**src/logic/phy_vendor_regs_pkg.sv**
```systemverilog
// Constants and types for the vendor management register pair
package phy_vendor_regs_pkg;
   // Management register addresses
   localparam logic [4:0] VCFG_ADDR = 5'h10;
   localparam logic [4:0] VSTAT_ADDR = 5'h11;
   // Values after reset, and the config write mask
   localparam logic [15:0] VCFG_RESET = 16'h0414;
   localparam logic [15:0] VCFG_WMASK = 16'hFCF7;
   localparam logic [3:0] AN_FLAGS_RESET = 4'hF;
   localparam logic RSV9_RESET = 1'b1;
   localparam logic [4:0] PHYAD_RESET = 5'h01;
   // Field positions in the config register
   localparam int FLINK_BIT = 7;
   localparam int RPD_BIT = 4;
   localparam int FSMRST_BIT = 3;
   localparam int PRE_BIT = 2;
   localparam int SLEEP_BIT = 1;
   localparam int LOOP_BIT = 0;
   // Frame field codes
   localparam logic [1:0] START_CODE = 2'b01;
   localparam logic [1:0] OP_READ = 2'b10;
   localparam logic [1:0] OP_WRITE = 2'b01;
   // Cycle and bit counts
   localparam logic [5:0] PREAMBLE_ONES = 6'd32;
   localparam logic [4:0] HDR_LAST = 5'd13;
   localparam logic [4:0] RX_LAST = 5'd17;
   localparam logic [4:0] RD_BITS = 5'd16;
   localparam logic [4:0] FSM_RST_CYCLES = 5'd16;
   // Serial management frame states
   typedef enum logic [4:0] {
      MS_PRE = 5'b00001,
      MS_HDR = 5'b00010,
      MS_RDTA = 5'b00100,
      MS_RD = 5'b01000,
      MS_RX = 5'b10000
   } mgmt_state_type;
endpackage : phy_vendor_regs_pkg

```
**src/logic/phy_vendor_config_status_regs.sv**
```systemverilog
// Vendor config and status registers behind the serial management port
`timescale 1ns/1ns
module phy_vendor_config_status_regs (
   input wire logic core_clk_in,
   input wire logic sys_rst_in,
   input wire logic mdc_in,
   input wire logic mdio_in,
   output logic mdio_out,
   output logic mdio_oe_out,
   input wire logic link_raw_in,
   input wire logic an_done_in,
   input wire logic [3:0] an_result_in,
   input wire logic [3:0] an_monitor_in,
   output logic link_good_100_out,
   output logic auto_power_reduce_en_out,
   output logic fsm_reset_out,
   output logic mgmt_preamble_suppress_out,
   output logic sleep_out,
   output logic loop_out_en_out,
   output logic isolate_out
);
   ////////////////////////////////////////////////////////////////////////
   // Declarations
   logic [1:0] mdc_sync; // Clock pin synchroniser
   logic [1:0] mdio_sync; // Data pin synchroniser
   logic [1:0] link_sync; // Line link synchroniser
   logic mdc_prev; // Last synced clock level
   phy_vendor_regs_pkg::mgmt_state_type state; // Frame state
   logic [5:0] pre_cnt; // Preamble ones seen
   logic [4:0] bit_cnt; // Bit index in phase
   logic [15:0] shreg; // Shift register both ways
   logic [4:0] reg_sel; // Addressed register
   logic [4:0] frame_phy; // Address taken from frame
   logic wr_hit; // Matched write in flight
   logic [15:0] cfg; // Config register
   logic [3:0] an_flags; // Negotiated mode flags
   logic rsv9; // Reserved writable bit
   logic [4:0] phy_addr; // Own PHY address
   logic [3:0] an_mon; // Negotiation monitor copy
   logic [4:0] rst_cnt; // Reset cycles left
   logic fsm_busy; // State machine reset running
   ////////////////////////////////////////////////////////////////////////
   // Decoding
   wire mdc_rise = mdc_sync[1] & ~mdc_prev;
   wire rx_bit = mdio_sync[1];
   wire [15:0] rx_word = {shreg[14:0], rx_bit};
   wire [13:0] hdr = rx_word[13:0];
   wire hdr_done = mdc_rise && state == phy_vendor_regs_pkg::MS_HDR && bit_cnt == phy_vendor_regs_pkg::HDR_LAST;
   wire hdr_hit = hdr[13:12] == phy_vendor_regs_pkg::START_CODE && hdr[9:5] == phy_addr;
   wire wr_fire = mdc_rise && state == phy_vendor_regs_pkg::MS_RX && wr_hit
                  && bit_cnt == phy_vendor_regs_pkg::RX_LAST;
   wire wr_cfg = wr_fire && reg_sel == phy_vendor_regs_pkg::VCFG_ADDR;
   wire wr_stat = wr_fire && reg_sel == phy_vendor_regs_pkg::VSTAT_ADDR;
   wire wake = wr_cfg && cfg[phy_vendor_regs_pkg::SLEEP_BIT] && !rx_word[phy_vendor_regs_pkg::SLEEP_BIT];
   wire rst_start = (wr_cfg && rx_word[phy_vendor_regs_pkg::FSMRST_BIT]) || wake;
   wire pre_ok = pre_cnt == phy_vendor_regs_pkg::PREAMBLE_ONES || cfg[phy_vendor_regs_pkg::PRE_BIT];
   wire [15:0] cfg_rd = {cfg[15:4], fsm_busy, cfg[2:0]};
   wire [15:0] stat_rd = {an_flags, 2'b00, rsv9, phy_addr, an_mon};
   wire [15:0] rdata = reg_sel == phy_vendor_regs_pkg::VCFG_ADDR ? cfg_rd
                     : reg_sel == phy_vendor_regs_pkg::VSTAT_ADDR ? stat_rd : 16'h0000;
   ////////////////////////////////////////////////////////////////////////
   // Pin synchronisers
   always_ff @(posedge core_clk_in or posedge sys_rst_in) begin
      if (sys_rst_in) begin
         mdc_sync <= 2'b00;
         mdio_sync <= 2'b11;
         link_sync <= 2'b00;
         mdc_prev <= 1'b0;
      end else begin
         mdc_sync <= {mdc_sync[0], mdc_in};
         mdio_sync <= {mdio_sync[0], mdio_in};
         link_sync <= {link_sync[0], link_raw_in};
         mdc_prev <= mdc_sync[1];
      end
   end
   ////////////////////////////////////////////////////////////////////////
   // Management frame engine, advances on clock pin rising edges
   always_ff @(posedge core_clk_in or posedge sys_rst_in) begin
      if (sys_rst_in) begin
         state <= phy_vendor_regs_pkg::MS_PRE;
         pre_cnt <= 6'd0;
         bit_cnt <= 5'd0;
         shreg <= 16'h0000;
         reg_sel <= 5'd0;
         frame_phy <= 5'd0;
         wr_hit <= 1'b0;
         mdio_out <= 1'b0;
         mdio_oe_out <= 1'b0;
      end else if (mdc_rise) begin
         case (state)
            phy_vendor_regs_pkg::MS_PRE: begin
               // Count ones; a zero after enough of them, or any zero with preamble suppressed, opens the frame
               if (rx_bit) begin
                  if (pre_cnt != phy_vendor_regs_pkg::PREAMBLE_ONES) pre_cnt <= pre_cnt + 6'd1;
               end else if (pre_ok) begin
                  state <= phy_vendor_regs_pkg::MS_HDR;
                  shreg <= rx_word;
                  bit_cnt <= 5'd1;
               end else begin
                  pre_cnt <= 6'd0;
               end
            end
            phy_vendor_regs_pkg::MS_HDR: begin
               // Start, opcode, address MSB first, register
               shreg <= rx_word;
               bit_cnt <= bit_cnt + 5'd1;
               if (hdr_done) begin
                  reg_sel <= hdr[4:0];
                  frame_phy <= hdr[9:5];
                  bit_cnt <= 5'd0;
                  wr_hit <= hdr_hit && hdr[11:10] == phy_vendor_regs_pkg::OP_WRITE;
                  if (hdr_hit && hdr[11:10] == phy_vendor_regs_pkg::OP_READ) state <= phy_vendor_regs_pkg::MS_RDTA;
                  else state <= phy_vendor_regs_pkg::MS_RX;
               end
            end
            phy_vendor_regs_pkg::MS_RDTA: begin
               // Second turnaround bit driven low
               mdio_oe_out <= 1'b1;
               mdio_out <= 1'b0;
               shreg <= rdata;
               state <= phy_vendor_regs_pkg::MS_RD;
            end
            phy_vendor_regs_pkg::MS_RD: begin
               // Sixteen data bits MSB first, then release
               if (bit_cnt == phy_vendor_regs_pkg::RD_BITS) begin
                  mdio_oe_out <= 1'b0;
                  state <= phy_vendor_regs_pkg::MS_PRE;
                  pre_cnt <= 6'd0;
                  bit_cnt <= 5'd0;
               end else begin
                  mdio_out <= shreg[15];
                  shreg <= {shreg[14:0], 1'b0};
                  bit_cnt <= bit_cnt + 5'd1;
               end
            end
            phy_vendor_regs_pkg::MS_RX: begin
               // Turnaround and data, written only when matched
               shreg <= rx_word;
               bit_cnt <= bit_cnt + 5'd1;
               if (bit_cnt == phy_vendor_regs_pkg::RX_LAST) begin
                  state <= phy_vendor_regs_pkg::MS_PRE;
                  pre_cnt <= 6'd0;
                  bit_cnt <= 5'd0;
                  wr_hit <= 1'b0;
               end
            end
            default: state <= phy_vendor_regs_pkg::MS_PRE;
         endcase
      end
   end
   ////////////////////////////////////////////////////////////////////////
   // Register storage; sleep leaves config untouched so wake restores it
   always_ff @(posedge core_clk_in or posedge sys_rst_in) begin
      if (sys_rst_in) begin
         cfg <= phy_vendor_regs_pkg::VCFG_RESET;
         rsv9 <= phy_vendor_regs_pkg::RSV9_RESET;
         phy_addr <= phy_vendor_regs_pkg::PHYAD_RESET;
      end else if (wr_cfg) begin
         cfg <= rx_word & phy_vendor_regs_pkg::VCFG_WMASK;
      end else if (wr_stat) begin
         rsv9 <= rx_word[9];
         phy_addr <= rx_word[8:4];
      end
   end
   // Negotiation result capture
   always_ff @(posedge core_clk_in or posedge sys_rst_in) begin
      if (sys_rst_in) begin
         an_flags <= phy_vendor_regs_pkg::AN_FLAGS_RESET;
         an_mon <= 4'h0;
      end else begin
         if (an_done_in) an_flags <= an_result_in;
         an_mon <= an_monitor_in;
      end
   end
   // Self-clearing state machine reset, a new start wins over finishing
   always_ff @(posedge core_clk_in or posedge sys_rst_in) begin
      if (sys_rst_in) begin
         rst_cnt <= 5'd0;
         fsm_busy <= 1'b0;
      end else if (rst_start) begin
         rst_cnt <= phy_vendor_regs_pkg::FSM_RST_CYCLES - 5'd1;
         fsm_busy <= 1'b1;
      end else if (fsm_busy) begin
         if (rst_cnt == 5'd0) fsm_busy <= 1'b0;
         else rst_cnt <= rst_cnt - 5'd1;
      end
   end
   ////////////////////////////////////////////////////////////////////////
   // Registered control outputs
   always_ff @(posedge core_clk_in or posedge sys_rst_in) begin
      if (sys_rst_in) begin
         link_good_100_out <= 1'b0;
         auto_power_reduce_en_out <= 1'b1;
         fsm_reset_out <= 1'b0;
         mgmt_preamble_suppress_out <= 1'b1;
         sleep_out <= 1'b0;
         loop_out_en_out <= 1'b0;
         isolate_out <= 1'b0;
      end else begin
         link_good_100_out <= cfg[phy_vendor_regs_pkg::FLINK_BIT] | link_sync[1];
         auto_power_reduce_en_out <= cfg[phy_vendor_regs_pkg::RPD_BIT];
         fsm_reset_out <= rst_start | (fsm_busy && rst_cnt != 5'd0);
         mgmt_preamble_suppress_out <= cfg[phy_vendor_regs_pkg::PRE_BIT];
         sleep_out <= cfg[phy_vendor_regs_pkg::SLEEP_BIT];
         loop_out_en_out <= cfg[phy_vendor_regs_pkg::LOOP_BIT];
         isolate_out <= phy_addr == 5'd0;
      end
   end
endmodule : phy_vendor_config_status_regs

```
**config.mk**
```make
export PLATFORM = sky130hd
export DESIGN_NAME = phy_vendor_config_status_regs
export DESIGN_NICKNAME = d
export VERILOG_FILES = /design/src/logic/phy_vendor_regs_pkg.sv /design/src/logic/phy_vendor_config_status_regs.sv
export SDC_FILE = /design/constraint.sdc
export NUM_CORES = 1
export LEC_CHECK = 0
export ABC_AREA = 1
export BUFFER_PORTS_ARGS = -buffer_cell sky130_fd_sc_hd__buf_2
export CORE_MARGIN = 8
export CORE_UTILIZATION = 41
export CTS_CLUSTER_SIZE = 30
export DETAILED_ROUTE_END_ITERATION = 8
export MAX_ROUTING_LAYER = met4
export PLACE_DENSITY = 0.67
export SETUP_SLACK_MARGIN = 0.5
export SLEW_MARGIN = 20
export SYNTH_ARGS = -nofsm -noshare
export SYNTH_HDL_FRONTEND = slang
export SYNTH_SLANG_ARGS = --single-unit
```
**constraint.sdc**
```tcl
create_clock -name core_clk_in -period 3.41 [get_ports core_clk_in]
set_clock_uncertainty 0.1 [all_clocks]
set_input_delay 0.1705 -clock core_clk_in [delete_from_list [all_inputs] [get_ports core_clk_in]]
set_output_delay 0.1705 -clock core_clk_in [all_outputs]
set_load 0.005 [all_outputs]
```
After elaboration in Yosys (flattened, before gate mapping)
Index checks and enable logic that the tools add are counted.
{ "word_totals": {"register_bits": 87, "in_bits": 14, "wordCells": 134} }
{ "op_classes": {"addsub": 3, "n_eq_ne": 25, "n_mux": 38, "n_bitwise": 5, "n_reduce_logical": 37} }
{ "op_table": {"columns": ["op", "count"], "rows": [
  ["two-way mux 16 bit", 5],
  ["two-way mux 5 bit", 14],
  ["one-hot mux 16 bit (4 select lines)", 1],
  ["two-way mux 6 bit", 5],
  ["equality test 5 bit, second input constant", 5],
  ["one-hot mux 5 bit (5 select lines)", 1],
  ["one-hot mux 5 bit (4 select lines)", 1],
  ["one-hot mux 6 bit (3 select lines)", 1],
  ["logical AND 1 bit", 14],
  ["!= test 2 bit, second input constant", 6],
  ["AND reduction 6 bit", 2],
  ["equality test 5 x 4 -> 1 bit, second input constant", 2],
  ["logical NOT 5 bit", 2],
  ["AND reduction 3 bit", 3],
  ["AND reduction 4 bit", 2],
  ["nonzero test 4 bit", 2],
  ["two-way mux 1 bit", 7],
  ["adder 6 x 1 -> 6 bit, second input constant", 1],
  ["equality test 6 bit, second input constant", 1],
  ["!= test 3 bit, second input constant", 2],
  ["!= test 6 bit, second input constant", 1],
  ["one-hot mux 1 bit (2 select lines)", 3],
  ["nonzero test 2 bit", 3],
  ["adder 5 x 1 -> 5 bit, second input constant", 1],
  ["other kinds (18)", 23]
]} }

Depth between registers and ports, before layout
{ "depth": {"word_depth": 11, "depth_mapped": 12, "ltp_nobuf": 11} }

Least setup slack after synthesis
Ideal clock, no wire load.
{ "synth_path": {"path_kind": "register to register", "startpoint": "register pre_cnt[0]", "endpoint": "register shreg[6]", "setup_ns": 0.116, "t_arrival_ns": 1.419, "required_ns": 3.194, "slack_ns": 1.774, "path_stages_with_launch": 13, "synth_period_minus_slack_ns": 1.636, "path_cell_list": "dfrtp_1 inv_1 ha_1 nand2_1 inv_1 nand3_1 nand2_1 nor2_2 nor2_4 nand3_4 buf_4 nand2_1 nand2_1"} }
{ "synth_between": {"elab_chain_len": 4} }
{ "synth_lines": {"columns": ["element", "line_no", "text"], "rows": [
  ["start, declared", "phy_vendor_config_status_regs.sv:29", "logic [5:0] pre_cnt;"],
  ["start signal, assigned", "phy_vendor_config_status_regs.sv:94", "if (pre_cnt != phy_vendor_regs_pkg::PREAMBLE_ONES) pre_cnt <= pre_cnt + 6'd1;"],
  ["equality test 6 bit", "phy_vendor_config_status_regs.sv:56", "wire pre_ok = pre_cnt == phy_vendor_regs_pkg::PREAMBLE_ONES || cfg[phy_vendor_regs_pkg::PRE_BIT];"],
  ["logical OR 1 bit", "phy_vendor_config_status_regs.sv:56", null],
  ["!= test 2 bit (no source line)", null, null],
  ["AND reduction 5 bit (no source line)", null, null],
  ["end signal, assigned", "phy_vendor_config_status_regs.sv:97", "shreg <= rx_word;"],
  ["end signal, assigned", "phy_vendor_config_status_regs.sv:105", "shreg <= rx_word;"],
  ["end signal, assigned", "phy_vendor_config_status_regs.sv:120", "shreg <= rdata;"],
  ["end, declared", "phy_vendor_config_status_regs.sv:31", "logic [15:0] shreg;"]
]} }
Every way passes these cells.
A chain may end at the register's enable or synchronous reset.

Worst setup path in the final report
{ "layout_path": {"startpoint": "register bit_cnt[1]", "endpoint": "register rst_cnt[4]"} }
{ "layout_between": {"elab_chain_len": 8, "word_cells_on_any_way": 11, "classes_between": "2 x eq/ne; 1 x mux; 8 x reduce/logical"} }
{ "layout_lines": {"columns": ["element", "line_no", "text"], "rows": [
  ["start, declared", "phy_vendor_config_status_regs.sv:30", "logic [4:0] bit_cnt;"],
  ["start signal, assigned", "phy_vendor_config_status_regs.sv:106", "bit_cnt <= bit_cnt + 5'd1;"],
  ["start signal, assigned", "phy_vendor_config_status_regs.sv:133", "bit_cnt <= bit_cnt + 5'd1;"],
  ["start signal, assigned", "phy_vendor_config_status_regs.sv:139", "bit_cnt <= bit_cnt + 5'd1;"],
  ["equality test 5 bit *", "phy_vendor_config_status_regs.sv:51", "&& bit_cnt == phy_vendor_regs_pkg::RX_LAST;"],
  ["logical AND 1 bit *", "phy_vendor_config_status_regs.sv:51", null],
  ["logical AND 1 bit *", "phy_vendor_config_status_regs.sv:52", "wire wr_cfg = wr_fire && reg_sel == phy_vendor_regs_pkg::VCFG_ADDR;"],
  ["logical AND 1 bit (2 in a row)", "phy_vendor_config_status_regs.sv:54", "wire wake = wr_cfg && cfg[phy_vendor_regs_pkg::SLEEP_BIT] && !rx_word[phy_vendor_regs_pkg::SLEEP_BIT];"],
  ["logical OR 1 bit *", "phy_vendor_config_status_regs.sv:55", "wire rst_start = (wr_cfg && rx_word[phy_vendor_regs_pkg::FSMRST_BIT]) || wake;"],
  ["!= test 2 bit (no source line) or nonzero test 2 bit (tied branches)", null, null],
  ["AND reduction 2 bit (no source line)", null, null],
  ["end signal, assigned", "phy_vendor_config_status_regs.sv:181", "rst_cnt <= phy_vendor_regs_pkg::FSM_RST_CYCLES - 5'd1;"],
  ["end signal, assigned", "phy_vendor_config_status_regs.sv:185", "else rst_cnt <= rst_cnt - 5'd1;"],
  ["end, declared", "phy_vendor_config_status_regs.sv:40", "logic [4:0] rst_cnt;"]
]} }
Every way passes the cells marked *; elsewhere a longest branch is shown, timed or not.

==> metrics.cfg <==
[place]
finalWeightedCongestion=0.892
dpl_worst_slack_ns=1.31
post-dp-hpwl_mm=6.47
port_buffers=22
placed_cell_area_sq_um=4520

[sta]
timing.fmax_mhz=473
setup_slack_ns=1.30
rsz0062_at_grt=no
fin_tns_setup_ns=0
period_needed_ns=2.11
hold_ws_ns=0.0300
fin_crit_sh_pct=62.0
drv_slew=0
slew_headroom_pct=48.4
tightest_slew_ns=0.773
finalHoldViolCount=0
setup_viol=0

[synth]
ys_ff_latch=86
synth_top_area_share_pct=42.1
yosys.area.top_type=dfrtp_1
syn-num-nets=554
yosys-top-cells-area=dfrtp_1 (42%), nand2_1 (19%), dfstp_2 (8.6%)
synth_edf_count=0
synth_compound_area_share_pct=4.88
synth-simple-area-share_pct=34.3
yosys_warnings=0
synthAdderAreaFrac_pct=2.05
syn_inst=533
yosysSeqAreaShare_pct=50.7
synth_area_sq_um=4280
synthMuxAreaShare_pct=1.05
synth_xor_area_share_pct=1.02
async_reset_ff_share_pct=100
synth_top_family_by_area=simple AND/OR/NAND/NOR gates
syn_avg_cell_area_sq_um=8.03
synth.distinct_cells=33
synth_ff_type=dfrtp_1

[floorplan]
ioPinCount=23
core_area_sq_um=10200
rows=37
die_y_microns=118
dieArea_sq_um=14000
dieWidth_microns=118
start_util_pct=41.8

[finish]
layout_commonest_cell=nand2_1
fill_cells=982
design_area_sq_um=4850
diodes=0
layout_common_cells=nand2_1 (218), dfrtp_1 (72), inv_1 (47)
seq_area_sq_um=2170
nets=592
multi_input_area_sq_um=1850
drive_gt1_share_pct=15.3
synthToLayoutAreaGrowth_pct=13.3

[routing]
dr.pass1.iters=4
drc=0
vias=3510
drtIter0Drc=228
route.detailed.wl_per_inst_microns=13.0
via_per_inst=4.93
wl_mm=9.23
ant_nets=0

[pwr]
p_int_mw=1.72
pwr-share-seq_pct=46.0
p_sw_share_pct=33.4
p_leak_nw=2.43
combinationalPowerShare_pct=24.3
p_switching_mw=0.865
ir_worst_vdd_mv=0.239
power_frac_clock_pct=29.7
p_per_area_nw_per_um2=534

[clock_tree]
cts_resized=0
insertion_delay_ns=0.35
cts_buffers=9
cts_max_level=3
clk_transition_reported_paths_ns=0.09
cts_setup_buffers=0
clockBufferDepth=2
cts_sinks=86
cts_root_buffer=clkbuf_8
cts_tree=built

[setup_path]
crit_path_max_incr_delay_ns=0.42
cp_common_cell=inv_1
critPathSlowestCell=dfrtp_1
cp-start-kind=flop
cp_cell_sequence=inv_1, ha_1, nand3_1, nor2_2, nand3_2, inv_1, nand2_2, nand3_1, inv_1
required_ns=3.56
cp-end-kind=flop
worst-path-max-fanout=24
cp.arrival_ns=2.26
critPathKind=reg -> reg
regToRegStartpoint=bit_cnt[1]$_DFFE_PP0P_
reg2reg_depth=9
reg2reg_slack_ns=1.30
r2r-end=rst_cnt[4]$_DFFE_PP0P_

[global_routing]
antenna_found_initial=0
grt-ovfl-total=0
grt_pass1_vias=3538
grt_pass1_wl_mm=16.2
grt_usage_pct=14.4
grt_max_degree=45

[outcome]
status=finished clean

[run]
cap_viol_max_count=0

[min_path]
min_to=an_flags[2]$_DFFE_PP1P_
whs_path_depth=2
worst_hold_path_type=in -> reg
hp-start=an_done_in

[cell usage after synthesis (5+ instances only)]
library cell    n
inv_2           5
o21ai_1        16
ha_1            7
buf_2           5
nor2_2          7
nand3_1        36
o21ai_0        21
nor2_1         31
nand4_1         6
inv_1          48
nand3_2         7
nand2_1       218
nor3_1          7
dfrtp_1        72
dfstp_2        14
nor2_4          5
[what timing repair did]
item | CTS | global route
setup endpoints to repair | 0 | 0
hold buffers | 12 | 0
hold endpoints to repair | 48 | 0
[registers in the layout, indices dropped and copies added, names as in the netlist, 2 cells and up]
name	flops
link_sync	2
mdc_sync	2
cfg	13
reg_sel	5
an_flags	4
phy_addr	5
mdio_sync	2
rst_cnt	5
state	5
an_mon	4
bit_cnt	5
pre_cnt	6
shreg	16
[through the flow]
step / instances / power [mW] / utilization, %
2_1_floorplan: 533 / 1.69 / -
3_3_place_gp: 684 / 1.81 / 44.1
3_5_place_dp: 684 / 1.83 / 44.1
4_1_cts: 712 / 2.61 / 47.4
5_1_grt: 712 / 2.76 / 47.4
6_report: 712 / 2.59 / 47.4
[kinds of logic after synthesis]
kind of cell / after synthesis
multiplexers: 4
flip-flops: 86
buffers and inverters: 62
AO/OA/AOI/OAI: 40
AND/OR/NAND/NOR: 329
XOR/XNOR: 5
adder cells (fa/ha/maj): 7
[power by group through the flow]
| stage | Combinational [mW] | Clock, mW | Sequential, mW |
|---|---|---|---|
| 6_report | 0.629 | 0.768 | 1.19 |
| 2_1_floorplan | 0.503 | 0 | 1.19 |
| 4_1_cts | 0.632 | 0.793 | 1.19 |
| 3_5_place_dp | 0.617 | 0 | 1.21 |
| 3_3_place_gp | 0.609 | 0 | 1.20 |
| 5_1_grt | 0.722 | 0.836 | 1.20 |
[routing by layer]
metal  wire, microns  global-route usage (%)
met5               0                       -
met4             107                    4.88
met3             243                    2.57
met2            4660                    23.9
met1            4220                    17.3
[worst max-delay path, delay by kind of cell (launching register included)]
kind	cells	cell delay [ns]
fa+ha+maj	1	0.17
buf+inv	3	0.39
flops	1	0.42
simple gates	5	0.93
[layout make-up]
type                            instances  share of cell area, %
Sequential cell                        86                   44.8
Multi-Input combinational cell        385                   38.2
Timing Repair Buffer                   36                   5.06
Inverter                               53                   4.13
Tap cell                              136                   3.51
Clock buffer                           12                   2.79
Clock inverter                          4                   1.55
[worst max path at each step]
stage,from,end,slack (ns),depth (start not counted)
floorplan,sys_rst_in,an_mon[0]$_DFF_PP0_,0.94,1
global placement,state[3]$_DFFE_PP0P_,rst_cnt[4]$_DFFE_PP0P_,1.38,8
detailed placement,bit_cnt[1]$_DFFE_PP0P_,rst_cnt[4]$_DFFE_PP0P_,1.31,9
CTS,bit_cnt[1]$_DFFE_PP0P_,rst_cnt[4]$_DFFE_PP0P_,1.29,9
global route,bit_cnt[1]$_DFFE_PP0P_,rst_cnt[4]$_DFFE_PP0P_,1.08,9
finish,bit_cnt[1]$_DFFE_PP0P_,rst_cnt[4]$_DFFE_PP0P_,1.30,9
Note: power is estimated with default switching activity, not from simulation.
